File: config.mk
export PLATFORM = sky130hd
export DESIGN_NAME = sse_status_regs
export DESIGN_NICKNAME = d
export VERILOG_FILES = /design/src/verilog/sse_pkg.sv /design/src/verilog/sse_event_reg.sv /design/src/verilog/sse_status_regs.sv
export SDC_FILE = /design/constraint.sdc
export NUM_CORES = 1
export LEC_CHECK = 0
export BUFFER_PORTS_ARGS = -buffer_cell sky130_fd_sc_hd__clkbuf_2
export CAP_MARGIN = 20
export CORE_MARGIN = 8
export CORE_UTILIZATION = 49
export CTS_BUF_LIST = sky130_fd_sc_hd__clkbuf_16
export DETAILED_ROUTE_END_ITERATION = 12
export HOLD_SLACK_MARGIN = 0.02
export MAX_ROUTING_LAYER = met4
export PLACE_DENSITY = 0.76
export SLEW_MARGIN = 0
export SYNTH_ARGS = -nofsm -noshare
export SYNTH_HDL_FRONTEND = slang
export SYNTH_SLANG_ARGS = --single-unit
File: constraint.sdc
create_clock -name clk_sys -period 1.1 [get_ports clk_sys]
set_input_delay 0.11 -clock clk_sys [delete_from_list [all_inputs] [get_ports clk_sys]]
set_output_delay 0.11 -clock clk_sys [all_outputs]
set_load 0.01 [all_outputs]
File: src/verilog/sse_pkg.sv
// Constants, command codes and bit layouts of the status event registers
package sse_pkg;

    localparam int          DATA_W        = 16;
    localparam int          STD_W         = 8;
    localparam int          STB_W         = 8;
    localparam int          N_SENSOR      = 4;
    localparam int          N_PIN         = 14;

    // Controller commands and queries arriving from the message parser
    typedef enum logic [3:0] {
        CMD_POLL_SET  = 4'h0,
        CMD_POLL_QRY  = 4'h1,
        CMD_FLAG_QRY  = 4'h2,
        CMD_ESE_SET   = 4'h3,
        CMD_ESE_QRY   = 4'h4,
        CMD_STD_QRY   = 4'h5,
        CMD_DEV_COND  = 4'h6,
        CMD_DEV_EVT   = 4'h7,
        CMD_QUES_COND = 4'h8,
        CMD_QUES_EVT  = 4'h9,
        CMD_OPC       = 4'hA,
        CMD_OTHER     = 4'hB
    } sse_cmd_t;

    // Device state flag layout, sensors A to D
    localparam int          DEV_CONN_POS [N_SENSOR] = '{1, 2, 7, 8};
    localparam int          DEV_ERR_POS  [N_SENSOR] = '{3, 4, 9, 10};
    localparam int          DEV_REAR_POS [N_SENSOR] = '{5, 6, 11, 12};
    localparam int          DEV_KEY_POS   = 14;
    localparam logic [15:0] DEV_USED_MASK = 16'h5FFE;

    // Questionable state flag layout
    localparam int          QUES_POWER_POS  = 3;
    localparam int          QUES_WINDOW_POS = 4;
    localparam int          QUES_CAL_POS    = 8;
    localparam int          QUES_SELFT_POS  = 9;
    localparam int          QUES_WARN_POS   = 14;
    localparam logic [15:0] QUES_USED_MASK  = 16'h4318;

    // Standard event flag layout
    localparam int          STD_OPC_POS   = 0;
    localparam int          STD_QERR_POS  = 2;
    localparam int          STD_DERR_POS  = 3;
    localparam int          STD_EERR_POS  = 4;
    localparam int          STD_CERR_POS  = 5;
    localparam int          STD_USER_POS  = 6;
    localparam int          STD_PON_POS   = 7;
    localparam logic [7:0]  STD_USED_MASK = 8'hFD;
    localparam logic [7:0]  STD_RESET     = 8'h80;
    localparam logic [7:0]  ESE_RESET     = 8'h00;
    localparam logic [7:0]  POLL_RESET    = 8'h00;
    localparam int          STB_ESB_POS   = 5;

    // Codes queued to the error queue, 16-bit two's complement
    localparam logic [15:0] ERR_CODE_CMD  = 16'hFF9C;
    localparam logic [15:0] ERR_CODE_EXE  = 16'hFF38;
    localparam logic [15:0] ERR_CODE_DEV  = 16'hFED4;

endpackage

File: src/verilog/sse_event_reg.sv
// Condition-to-event latch with read-clear, rising transitions only
`timescale 1ns/1ps

module sse_event_reg
    import sse_pkg::*;
(
    input  wire logic              clk_sys,
    input  wire logic              rst_b,
    input  wire logic [DATA_W-1:0] cond,
    input  wire logic [DATA_W-1:0] used_mask,
    input  wire logic              clr,
    output logic      [DATA_W-1:0] evt_q
);

    logic [DATA_W-1:0] cond_prev_q;
    logic [DATA_W-1:0] rise;

    assign rise = cond & ~cond_prev_q & used_mask;

    always_ff @(posedge clk_sys or negedge rst_b)
    begin
        if (!rst_b)
            cond_prev_q <= 16'h0000;
        else
            cond_prev_q <= cond;
    end

    // A new transition in the clearing cycle survives the clear
    always_ff @(posedge clk_sys or negedge rst_b)
    begin
        if (!rst_b)
            evt_q <= 16'h0000;
        else
            evt_q <= (clr ? 16'h0000 : evt_q) | rise;
    end

endmodule

File: src/verilog/sse_status_regs.sv
// Individual status, device, questionable and standard event registers
`timescale 1ns/1ps

////////////////////////////////////////////////////////////////////////////////
////////////////////////////////////////////////////////////////////////////////

module sse_status_regs
    import sse_pkg::*;
(
    input  wire logic              clk_sys,
    input  wire logic              rst_b,
    input  wire logic              cmd_valid,
    input  wire sse_pkg::sse_cmd_t cmd_code,
    input  wire logic [15:0]       cmd_wdata,
    input  wire logic              rsp_take,
    input  wire logic              exec_idle,
    input  wire logic              dev_err_evt,
    input  wire logic              exe_err_evt,
    input  wire logic              cmd_err_evt,
    input  wire logic [7:0]        stb_in,
    input  wire logic [3:0]        sensor_conn,
    input  wire logic [3:0]        sensor_err,
    input  wire logic [3:0]        sensor_rear,
    input  wire logic              key_held,
    input  wire logic              local_key,
    input  wire logic              ques_power_sum,
    input  wire logic              ques_window_sum,
    input  wire logic              ques_cal_sum,
    input  wire logic              selftest_fail_flag,
    input  wire logic              warning,
    output logic                   rsp_valid_q,
    output logic [15:0]            rsp_data_q,
    output logic                   individual_status_flag_q,
    output logic                   esb_flag_q,
    output logic                   err_push_q,
    output logic [15:0]            err_code_q
);

    logic [N_PIN-1:0]  pin_s1_q;
    logic [N_PIN-1:0]  pin_s2_q;
    logic              local_prev_q;
    logic              local_rise;
    logic [15:0]       dev_cond;
    logic [15:0]       ques_cond;
    logic [15:0]       dev_evt_q;
    logic [15:0]       ques_evt_q;
    logic              dev_clr;
    logic              ques_clr;
    logic [7:0]        poll_mask_q;
    logic [7:0]        ese_q;
    logic [7:0]        std_evt_q;
    logic [7:0]        std_set;
    logic [7:0]        stb_full;
    logic              std_clr;
    logic              opc_pend_q;
    logic              rsp_pend_q;
    logic              is_query;
    logic              qerr;

    ////////////////////////////////////////////////////////////////////////////
    // Pin synchronisers; the first stage feeds only the second
    always_ff @(posedge clk_sys or negedge rst_b)
    begin
        if (!rst_b)
        begin
            pin_s1_q <= 14'h0000;
            pin_s2_q <= 14'h0000;
        end
        else
        begin
            pin_s1_q <= {local_key, key_held, sensor_rear, sensor_err, sensor_conn};
            pin_s2_q <= pin_s1_q;
        end
    end

    always_ff @(posedge clk_sys or negedge rst_b)
    begin
        if (!rst_b)
            local_prev_q <= 1'b0;
        else
            local_prev_q <= pin_s2_q[13];
    end

    assign local_rise = pin_s2_q[13] & ~local_prev_q;

    ////////////////////////////////////////////////////////////////////////////
    // Condition views
    always_comb
    begin
        dev_cond              = 16'h0000;
        dev_cond[DEV_KEY_POS] = pin_s2_q[12];
        for (int i = 0; i < N_SENSOR; i++)
        begin
            dev_cond[DEV_CONN_POS[i]] = pin_s2_q[i];
            dev_cond[DEV_ERR_POS[i]]  = pin_s2_q[4 + i];
            dev_cond[DEV_REAR_POS[i]] = pin_s2_q[8 + i];
        end
    end

    always_comb
    begin
        ques_cond                  = 16'h0000;
        ques_cond[QUES_POWER_POS]  = ques_power_sum;
        ques_cond[QUES_WINDOW_POS] = ques_window_sum;
        ques_cond[QUES_CAL_POS]    = ques_cal_sum;
        ques_cond[QUES_SELFT_POS]  = selftest_fail_flag;
        ques_cond[QUES_WARN_POS]   = warning;
    end

    assign is_query = cmd_code != CMD_POLL_SET && cmd_code != CMD_ESE_SET
                      && cmd_code != CMD_OPC && cmd_code != CMD_OTHER;
    assign dev_clr  = cmd_valid && cmd_code == CMD_DEV_EVT;
    assign ques_clr = cmd_valid && cmd_code == CMD_QUES_EVT;
    assign std_clr  = cmd_valid && cmd_code == CMD_STD_QRY;

    // Event views latch rising transitions only
    sse_event_reg u_dev_evt (
        .clk_sys   (clk_sys),
        .rst_b     (rst_b),
        .cond      (dev_cond),
        .used_mask (DEV_USED_MASK),
        .clr       (dev_clr),
        .evt_q     (dev_evt_q)
    );

    sse_event_reg u_ques_evt (
        .clk_sys   (clk_sys),
        .rst_b     (rst_b),
        .cond      (ques_cond),
        .used_mask (QUES_USED_MASK),
        .clr       (ques_clr),
        .evt_q     (ques_evt_q)
    );

    ////////////////////////////////////////////////////////////////////////////
    // Masks written by the controller
    always_ff @(posedge clk_sys or negedge rst_b)
    begin
        if (!rst_b)
            poll_mask_q <= POLL_RESET;
        else if (cmd_valid && cmd_code == CMD_POLL_SET)
            poll_mask_q <= cmd_wdata[7:0];
    end

    always_ff @(posedge clk_sys or negedge rst_b)
    begin
        if (!rst_b)
            ese_q <= ESE_RESET;
        else if (cmd_valid && cmd_code == CMD_ESE_SET)
            ese_q <= cmd_wdata[7:0];
    end

    ////////////////////////////////////////////////////////////////////////////
    // Answer tracking and query errors
    assign qerr = (rsp_take && !rsp_pend_q) || (cmd_valid && rsp_pend_q);

    always_ff @(posedge clk_sys or negedge rst_b)
    begin
        if (!rst_b)
            rsp_pend_q <= 1'b0;
        else if (cmd_valid && is_query)
            rsp_pend_q <= 1'b1;
        else if (rsp_take || cmd_valid)
            rsp_pend_q <= 1'b0;
    end

    // Completion waits on the executor's idle level, never on a count
    always_ff @(posedge clk_sys or negedge rst_b)
    begin
        if (!rst_b)
            opc_pend_q <= 1'b0;
        else if (cmd_valid && cmd_code == CMD_OPC)
            opc_pend_q <= 1'b1;
        else if (exec_idle)
            opc_pend_q <= 1'b0;
    end

    always_comb
    begin
        std_set               = 8'h00;
        std_set[STD_OPC_POS]  = opc_pend_q && exec_idle;
        std_set[STD_QERR_POS] = qerr;
        std_set[STD_DERR_POS] = dev_err_evt;
        std_set[STD_EERR_POS] = exe_err_evt;
        std_set[STD_CERR_POS] = cmd_err_evt;
        std_set[STD_USER_POS] = local_rise;
    end

    // Power-on bit comes from the reset value; sets win over read-clear
    always_ff @(posedge clk_sys or negedge rst_b)
    begin
        if (!rst_b)
            std_evt_q <= STD_RESET;
        else
            std_evt_q <= ((std_clr ? 8'h00 : std_evt_q) | std_set)
                         & STD_USED_MASK;
    end

    // One code per cycle; a command error outranks the others
    always_ff @(posedge clk_sys or negedge rst_b)
    begin
        if (!rst_b)
        begin
            err_push_q <= 1'b0;
            err_code_q <= 16'h0000;
        end
        else
        begin
            err_push_q <= cmd_err_evt | exe_err_evt | dev_err_evt;
            if (cmd_err_evt)
                err_code_q <= ERR_CODE_CMD;
            else if (exe_err_evt)
                err_code_q <= ERR_CODE_EXE;
            else if (dev_err_evt)
                err_code_q <= ERR_CODE_DEV;
        end
    end

    ////////////////////////////////////////////////////////////////////////////
    // Status byte summary and individual status
    always_ff @(posedge clk_sys or negedge rst_b)
    begin
        if (!rst_b)
            esb_flag_q <= 1'b0;
        else
            esb_flag_q <= |(std_evt_q & ese_q);
    end

    always_comb
    begin
        stb_full              = stb_in;
        stb_full[STB_ESB_POS] = esb_flag_q;
    end

    always_ff @(posedge clk_sys or negedge rst_b)
    begin
        if (!rst_b)
            individual_status_flag_q <= 1'b0;
        else
            individual_status_flag_q <= |(stb_full & poll_mask_q);
    end

    ////////////////////////////////////////////////////////////////////////////
    // Query answers, one cycle after the query
    always_ff @(posedge clk_sys or negedge rst_b)
    begin
        if (!rst_b)
        begin
            rsp_valid_q <= 1'b0;
            rsp_data_q  <= 16'h0000;
        end
        else
        begin
            rsp_valid_q <= cmd_valid && is_query;
            if (cmd_valid)
            begin
                unique case (cmd_code)
                    CMD_POLL_QRY:  rsp_data_q <= {8'h00, poll_mask_q};
                    CMD_FLAG_QRY:  rsp_data_q <= {15'h0000, individual_status_flag_q};
                    CMD_ESE_QRY:   rsp_data_q <= {8'h00, ese_q};
                    CMD_STD_QRY:   rsp_data_q <= {8'h00, std_evt_q};
                    CMD_DEV_COND:  rsp_data_q <= dev_cond & DEV_USED_MASK;
                    CMD_DEV_EVT:   rsp_data_q <= dev_evt_q;
                    CMD_QUES_COND: rsp_data_q <= ques_cond;
                    CMD_QUES_EVT:  rsp_data_q <= ques_evt_q;
                    CMD_POLL_SET, CMD_ESE_SET, CMD_OPC, CMD_OTHER:
                                   rsp_data_q <= rsp_data_q;
                    default:       rsp_data_q <= 16'h0000;
                endcase
            end
        end
    end

    ////////////////////////////////////////////////////////////////////////////
    // Checks
    a_flag_poll_mask: assert property (@(posedge clk_sys) disable iff (!rst_b)
        individual_status_flag_q == $past(|(stb_full & poll_mask_q)) || $past(!rst_b))
        else $error("Status flag differs from masked status byte");

    a_poll_read_back: assert property (@(posedge clk_sys) disable iff (!rst_b)
        (cmd_valid && cmd_code == CMD_POLL_SET) ##1 (cmd_valid && cmd_code == CMD_POLL_QRY)
        |=> rsp_valid_q && rsp_data_q == {8'h00, $past(cmd_wdata[7:0], 2)})
        else $error("Poll mask did not read back");

    a_dev_unused_zero: assert property (@(posedge clk_sys) disable iff (!rst_b)
        (cmd_valid && (cmd_code == CMD_DEV_EVT || cmd_code == CMD_QUES_EVT))
        |=> (rsp_data_q & ~(($past(cmd_code) == CMD_DEV_EVT) ? DEV_USED_MASK
                                                              : QUES_USED_MASK)) == 16'h0000)
        else $error("Unused event bit read as one");

    a_bit15_never: assert property (@(posedge clk_sys) disable iff (!rst_b)
        !dev_evt_q[15] && !ques_evt_q[15] && !dev_cond[15] && !ques_cond[15])
        else $error("Bit 15 asserted");

    a_std_read_clear: assert property (@(posedge clk_sys) disable iff (!rst_b)
        std_clr |=> std_evt_q == ($past(std_set) & STD_USED_MASK)
                    && rsp_data_q[7:0] == $past(std_evt_q))
        else $error("Event read did not return then clear");

    a_opc_complete: assert property (@(posedge clk_sys) disable iff (!rst_b)
        (cmd_valid && cmd_code == CMD_OPC) ##1 (!exec_idle [*2]) ##1 exec_idle
        |=> std_evt_q[STD_OPC_POS])
        else $error("Operation complete bit not set");

    a_query_error: assert property (@(posedge clk_sys) disable iff (!rst_b)
        (rsp_take && !rsp_pend_q) |=> std_evt_q[STD_QERR_POS])
        else $error("Unrequested read not flagged");

    a_user_request: assert property (@(posedge clk_sys) disable iff (!rst_b)
        $rose(pin_s2_q[13]) |=> std_evt_q[STD_USER_POS])
        else $error("Local key not flagged");

    a_cmd_err_code: assert property (@(posedge clk_sys) disable iff (!rst_b)
        cmd_err_evt |=> err_push_q && err_code_q == ERR_CODE_CMD && std_evt_q[STD_CERR_POS])
        else $error("Command error code missing");

    a_exe_err_code: assert property (@(posedge clk_sys) disable iff (!rst_b)
        exe_err_evt && !cmd_err_evt
        |=> err_push_q && err_code_q == ERR_CODE_EXE && std_evt_q[STD_EERR_POS])
        else $error("Execution error code missing");

    a_dev_err_code: assert property (@(posedge clk_sys) disable iff (!rst_b)
        dev_err_evt && !cmd_err_evt && !exe_err_evt
        |=> err_push_q && err_code_q == ERR_CODE_DEV && std_evt_q[STD_DERR_POS])
        else $error("Device error code missing");

    a_key_event: assert property (@(posedge clk_sys) disable iff (!rst_b)
        $rose(dev_cond[DEV_KEY_POS]) |=> dev_evt_q[DEV_KEY_POS])
        else $error("Key press not latched");

    a_selftest_event: assert property (@(posedge clk_sys) disable iff (!rst_b)
        $rose(ques_cond[QUES_SELFT_POS]) |=> ques_evt_q[QUES_SELFT_POS])
        else $error("Self-test failure not latched");

    a_flag_query: assert property (@(posedge clk_sys) disable iff (!rst_b)
        (cmd_valid && cmd_code == CMD_FLAG_QRY)
        |=> rsp_valid_q && rsp_data_q == {15'h0000, $past(individual_status_flag_q)})
        else $error("Status flag query answer wrong");

    a_esb_summary: assert property (@(posedge clk_sys) disable iff (!rst_b)
        (|(std_evt_q & ese_q)) [*2] |-> esb_flag_q)
        else $error("Summary bit not raised");

endmodule

==> impl_metrics.toml <==
[clocking]
cts_buffers = 17
cts_root_buf = "clkbuf_16"
cts_tree = "yes"
clk_latency_ps = 400
path_clk_slew_ps = 50
clock-sinks = 113
cts_buffer_depth = 2
htree_levels = 4

[sta]
period_needed_ps = 1274
finalCritPeriodShare_pct = 115.8
drv_slew = 0
finalClockSkew_ps = 13.90
setup_viol = 7
rsz0062_at_grt = "true"
layout_setup_ws_ps = -174.2
fmax_ghz = 0.7848
finalHoldViolations = 0

[place]
hpwl_mm = 7.585
place.gp.congestion = 0.9357
port_buffers = 77
dp_cells = 553

[layout]
layout_common_cells = "110 x dfrtp_1, 69 x clkbuf_2, 44 x buf_4"
fin_nets = 561
post-route-util_pct = 72.02
final_cells = 627
antenna_cells = 0
n_fill_cell = 551
drive_gt1_share_pct = 38.15
area_growth_pct = 41.76
final_common_cell = "dfrtp_1"

[routing]
drt-total-wl_mm = 11.17
vias = 3286
drc = 0
wire_per_inst_um = 17.82
drtAntennaViolNets = 0
post_drt_via_cell_ratio = 5.241
drtIter0Drc = 192
drt-pass1-iter-count = 4

[worst_setup_path]
rr_startpoint = "u_dev_evt.evt_q[7]"
slowest_delay_ps = 390
end_kind = "flop"
path_cells = "mux2_4 -> a22oi_2 -> o22ai_2 -> a22o_1"
arrival_ps = 1550
crit_required_ps = 1380
ff2ff_setup_slack_ps = -170
reg2reg_to = "rsp_data_q[7]"
slowest_stage = "dfrtp_1"
crit_fanout = 2
path_class = "flop to flop"
cp-start-kind = "flop"
ff2ff_path_depth = 4

[pwr]
p_leak_nw = 3.034
power_density_mw_per_mm2 = 1947
vdd_drop_max_uv = 1196

[logic_synthesis]
ys_seq_area_share_pct = 63.55
synth-seq-cells = 113
synth_cell_types = 52
synth-async-reset-ratio_pct = 100.0
synth_cells = 350
synth_area_leaders = "dfrtp_1 63%, mux2_2 4.3%, buf_4 2.9%"
synth.yosys.warnings = 0
synth_top_area_share_pct = 62.96
ys.flop_type = "dfrtp_1"
syn_area_per_cell_um2 = 12.72
netlist_area_mm2 = 0.004452
synth-edff-count = 0
synth_area_leader_cell = "dfrtp_1"

[global_route]
grt_pass1_vias = 3663
grt.total_usage_pct = 19.41
grt_pass1_wl_mm = 18.64
antenna_found_initial = 0
grt_max_degree = 31
grt-ovfl-total = 0

[run_status]
failed_checks = "setup timing"
status = "finished, violations left"

[flow_run]
maxCapViolations = 0

[floorplan]
start_util_pct = 50.80
io_pins = 91
design.die.area_mm2 = 0.01239
rows = 34
core_mm2 = 0.008763
die_w_um = 111.3
die_h_um = 111.3

[hold_path]
hp-class = "input pin to flop"
min_from = "stb_in[3]"
hold_end = "individual_status_flag_q"
min_path_cells = 3
## worst max path at each step
stage,start,endpoint,slack (ps),depth (start not counted)
5_1_grt,std_evt_q[5],rsp_data_q[5],-200,4
4_1_cts,u_dev_evt.evt_q[7],rsp_data_q[7],-140,4
3_5_place_dp,cmd_code[1],rsp_data_q[7],-320,6
6_report,u_dev_evt.evt_q[7],rsp_data_q[7],-170,4
2_1_floorplan,std_evt_q[5],rsp_data_q[5],-60,4
3_3_place_gp,cmd_code[1],rsp_data_q[6],-260,6
## critical path: cells and delay by family, from the launching register on
family / cells / cell delay, ps
AOI/OAI and AO/OA: 3 / 490
muxes: 1 / 270
DFF: 1 / 390
## layer usage
metal	track usage [%]	up-vias	routed length [µm]
li1	-	1533	-
met1	23.00	1617	4741
met2	30.54	116	5483
met3	5.465	20	714
met4	7.911	0	232
met5	-	-	0
## metrics by stage
stage / setup TNS (ps) / hold WS [ps] / area (µm²) / total power, mW / setup WS [ps]
after floorplan: -238.8 / -185.6 / 4513 / 5.388 / -57.48
after global placement: -10430 / 66.29 / 5177 / 5.981 / -258.1
after detailed placement: -12230 / 80.54 / 5177 / 6.023 / -323.8
after CTS: -753.6 / 27.89 / 6291 / 12.32 / -141.0
after global routing: -1349 / 37.98 / 6311 / 12.71 / -204.4
final: -692.6 / 26.75 / 6311 / 12.29 / -174.2
## synth_stat cells, types with 4 or more instances
library cell  count
a22oi_1          14
o22ai_1           7
nand2b_1          4
mux2i_1           8
nand4b_1          4
inv_1            27
nor3b_1           4
a22o_1           11
buf_6             5
o21ai_0          21
nand2_1          29
mux2_2           17
buf_4            17
nor2_1            5
dfrtp_1         112
buf_2             7
## registers in the layout, summed over array words and instances, names as in the netlist
signal / cells
err_code_q: 5
err_push_q: 1
esb_flag_q: 1
ese_q: 8
individual_status_flag_q: 1
local_prev_q: 1
opc_pend_q: 1
pin_s1_q: 14
pin_s2_q: 14
poll_mask_q: 8
rsp_data_q: 14
rsp_pend_q: 1
rsp_valid_q: 1
std_evt_q: 7
u_dev_evt.cond_prev_q: 13
u_dev_evt.evt_q: 13
u_ques_evt.cond_prev_q: 5
u_ques_evt.evt_q: 5
## cell type report
class / instances / area (µm²) / area share, %
multi-input cells: 183 / 1386 / 21.97
clock buffers: 17 / 425.4 / 6.741
repair buffers: 164 / 1192 / 18.89
clock inverters: 15 / 239.0 / 3.787
inverters: 27 / 101.3 / 1.606
flip-flops and latches: 113 / 2831 / 44.87
well taps: 108 / 135.1 / 2.141
## kinds of logic (layout without fill, tap and decap cells)
group	Yosys count	after routing	synth area share, %
buffers and inverters	57	223	7.279
and+or+nand+nor	68	68	8.741
other	1	4	0.08424
xor gates and xnor gates	1	1	0.1968
muxes	29	29	7.195
AOI/OAI and AO/OA	81	81	12.96
DFF	113	113	63.55
## power breakdown
part | switching, mW | internal, mW | total, mW
Combinational | 0.629 | 0.751 | 1.38
Clock | 1.88 | 4.23 | 6.11
Sequential | 0.276 | 4.52 | 4.80
## repair_timing
| item | CTS | global route |
|---|---|---|
| endpoints found under the setup margin | 17 | 19 |
| pin swaps | 12 | 6 |
| buffers inserted | 3 | 1 |
| cloned | 0 | 0 |
| hold endpoints to repair | 152 | 0 |
| hold buffers | 39 | 0 |
| gates resized for setup | 8 | 12 |
Power figures use the tool's default switching activity.
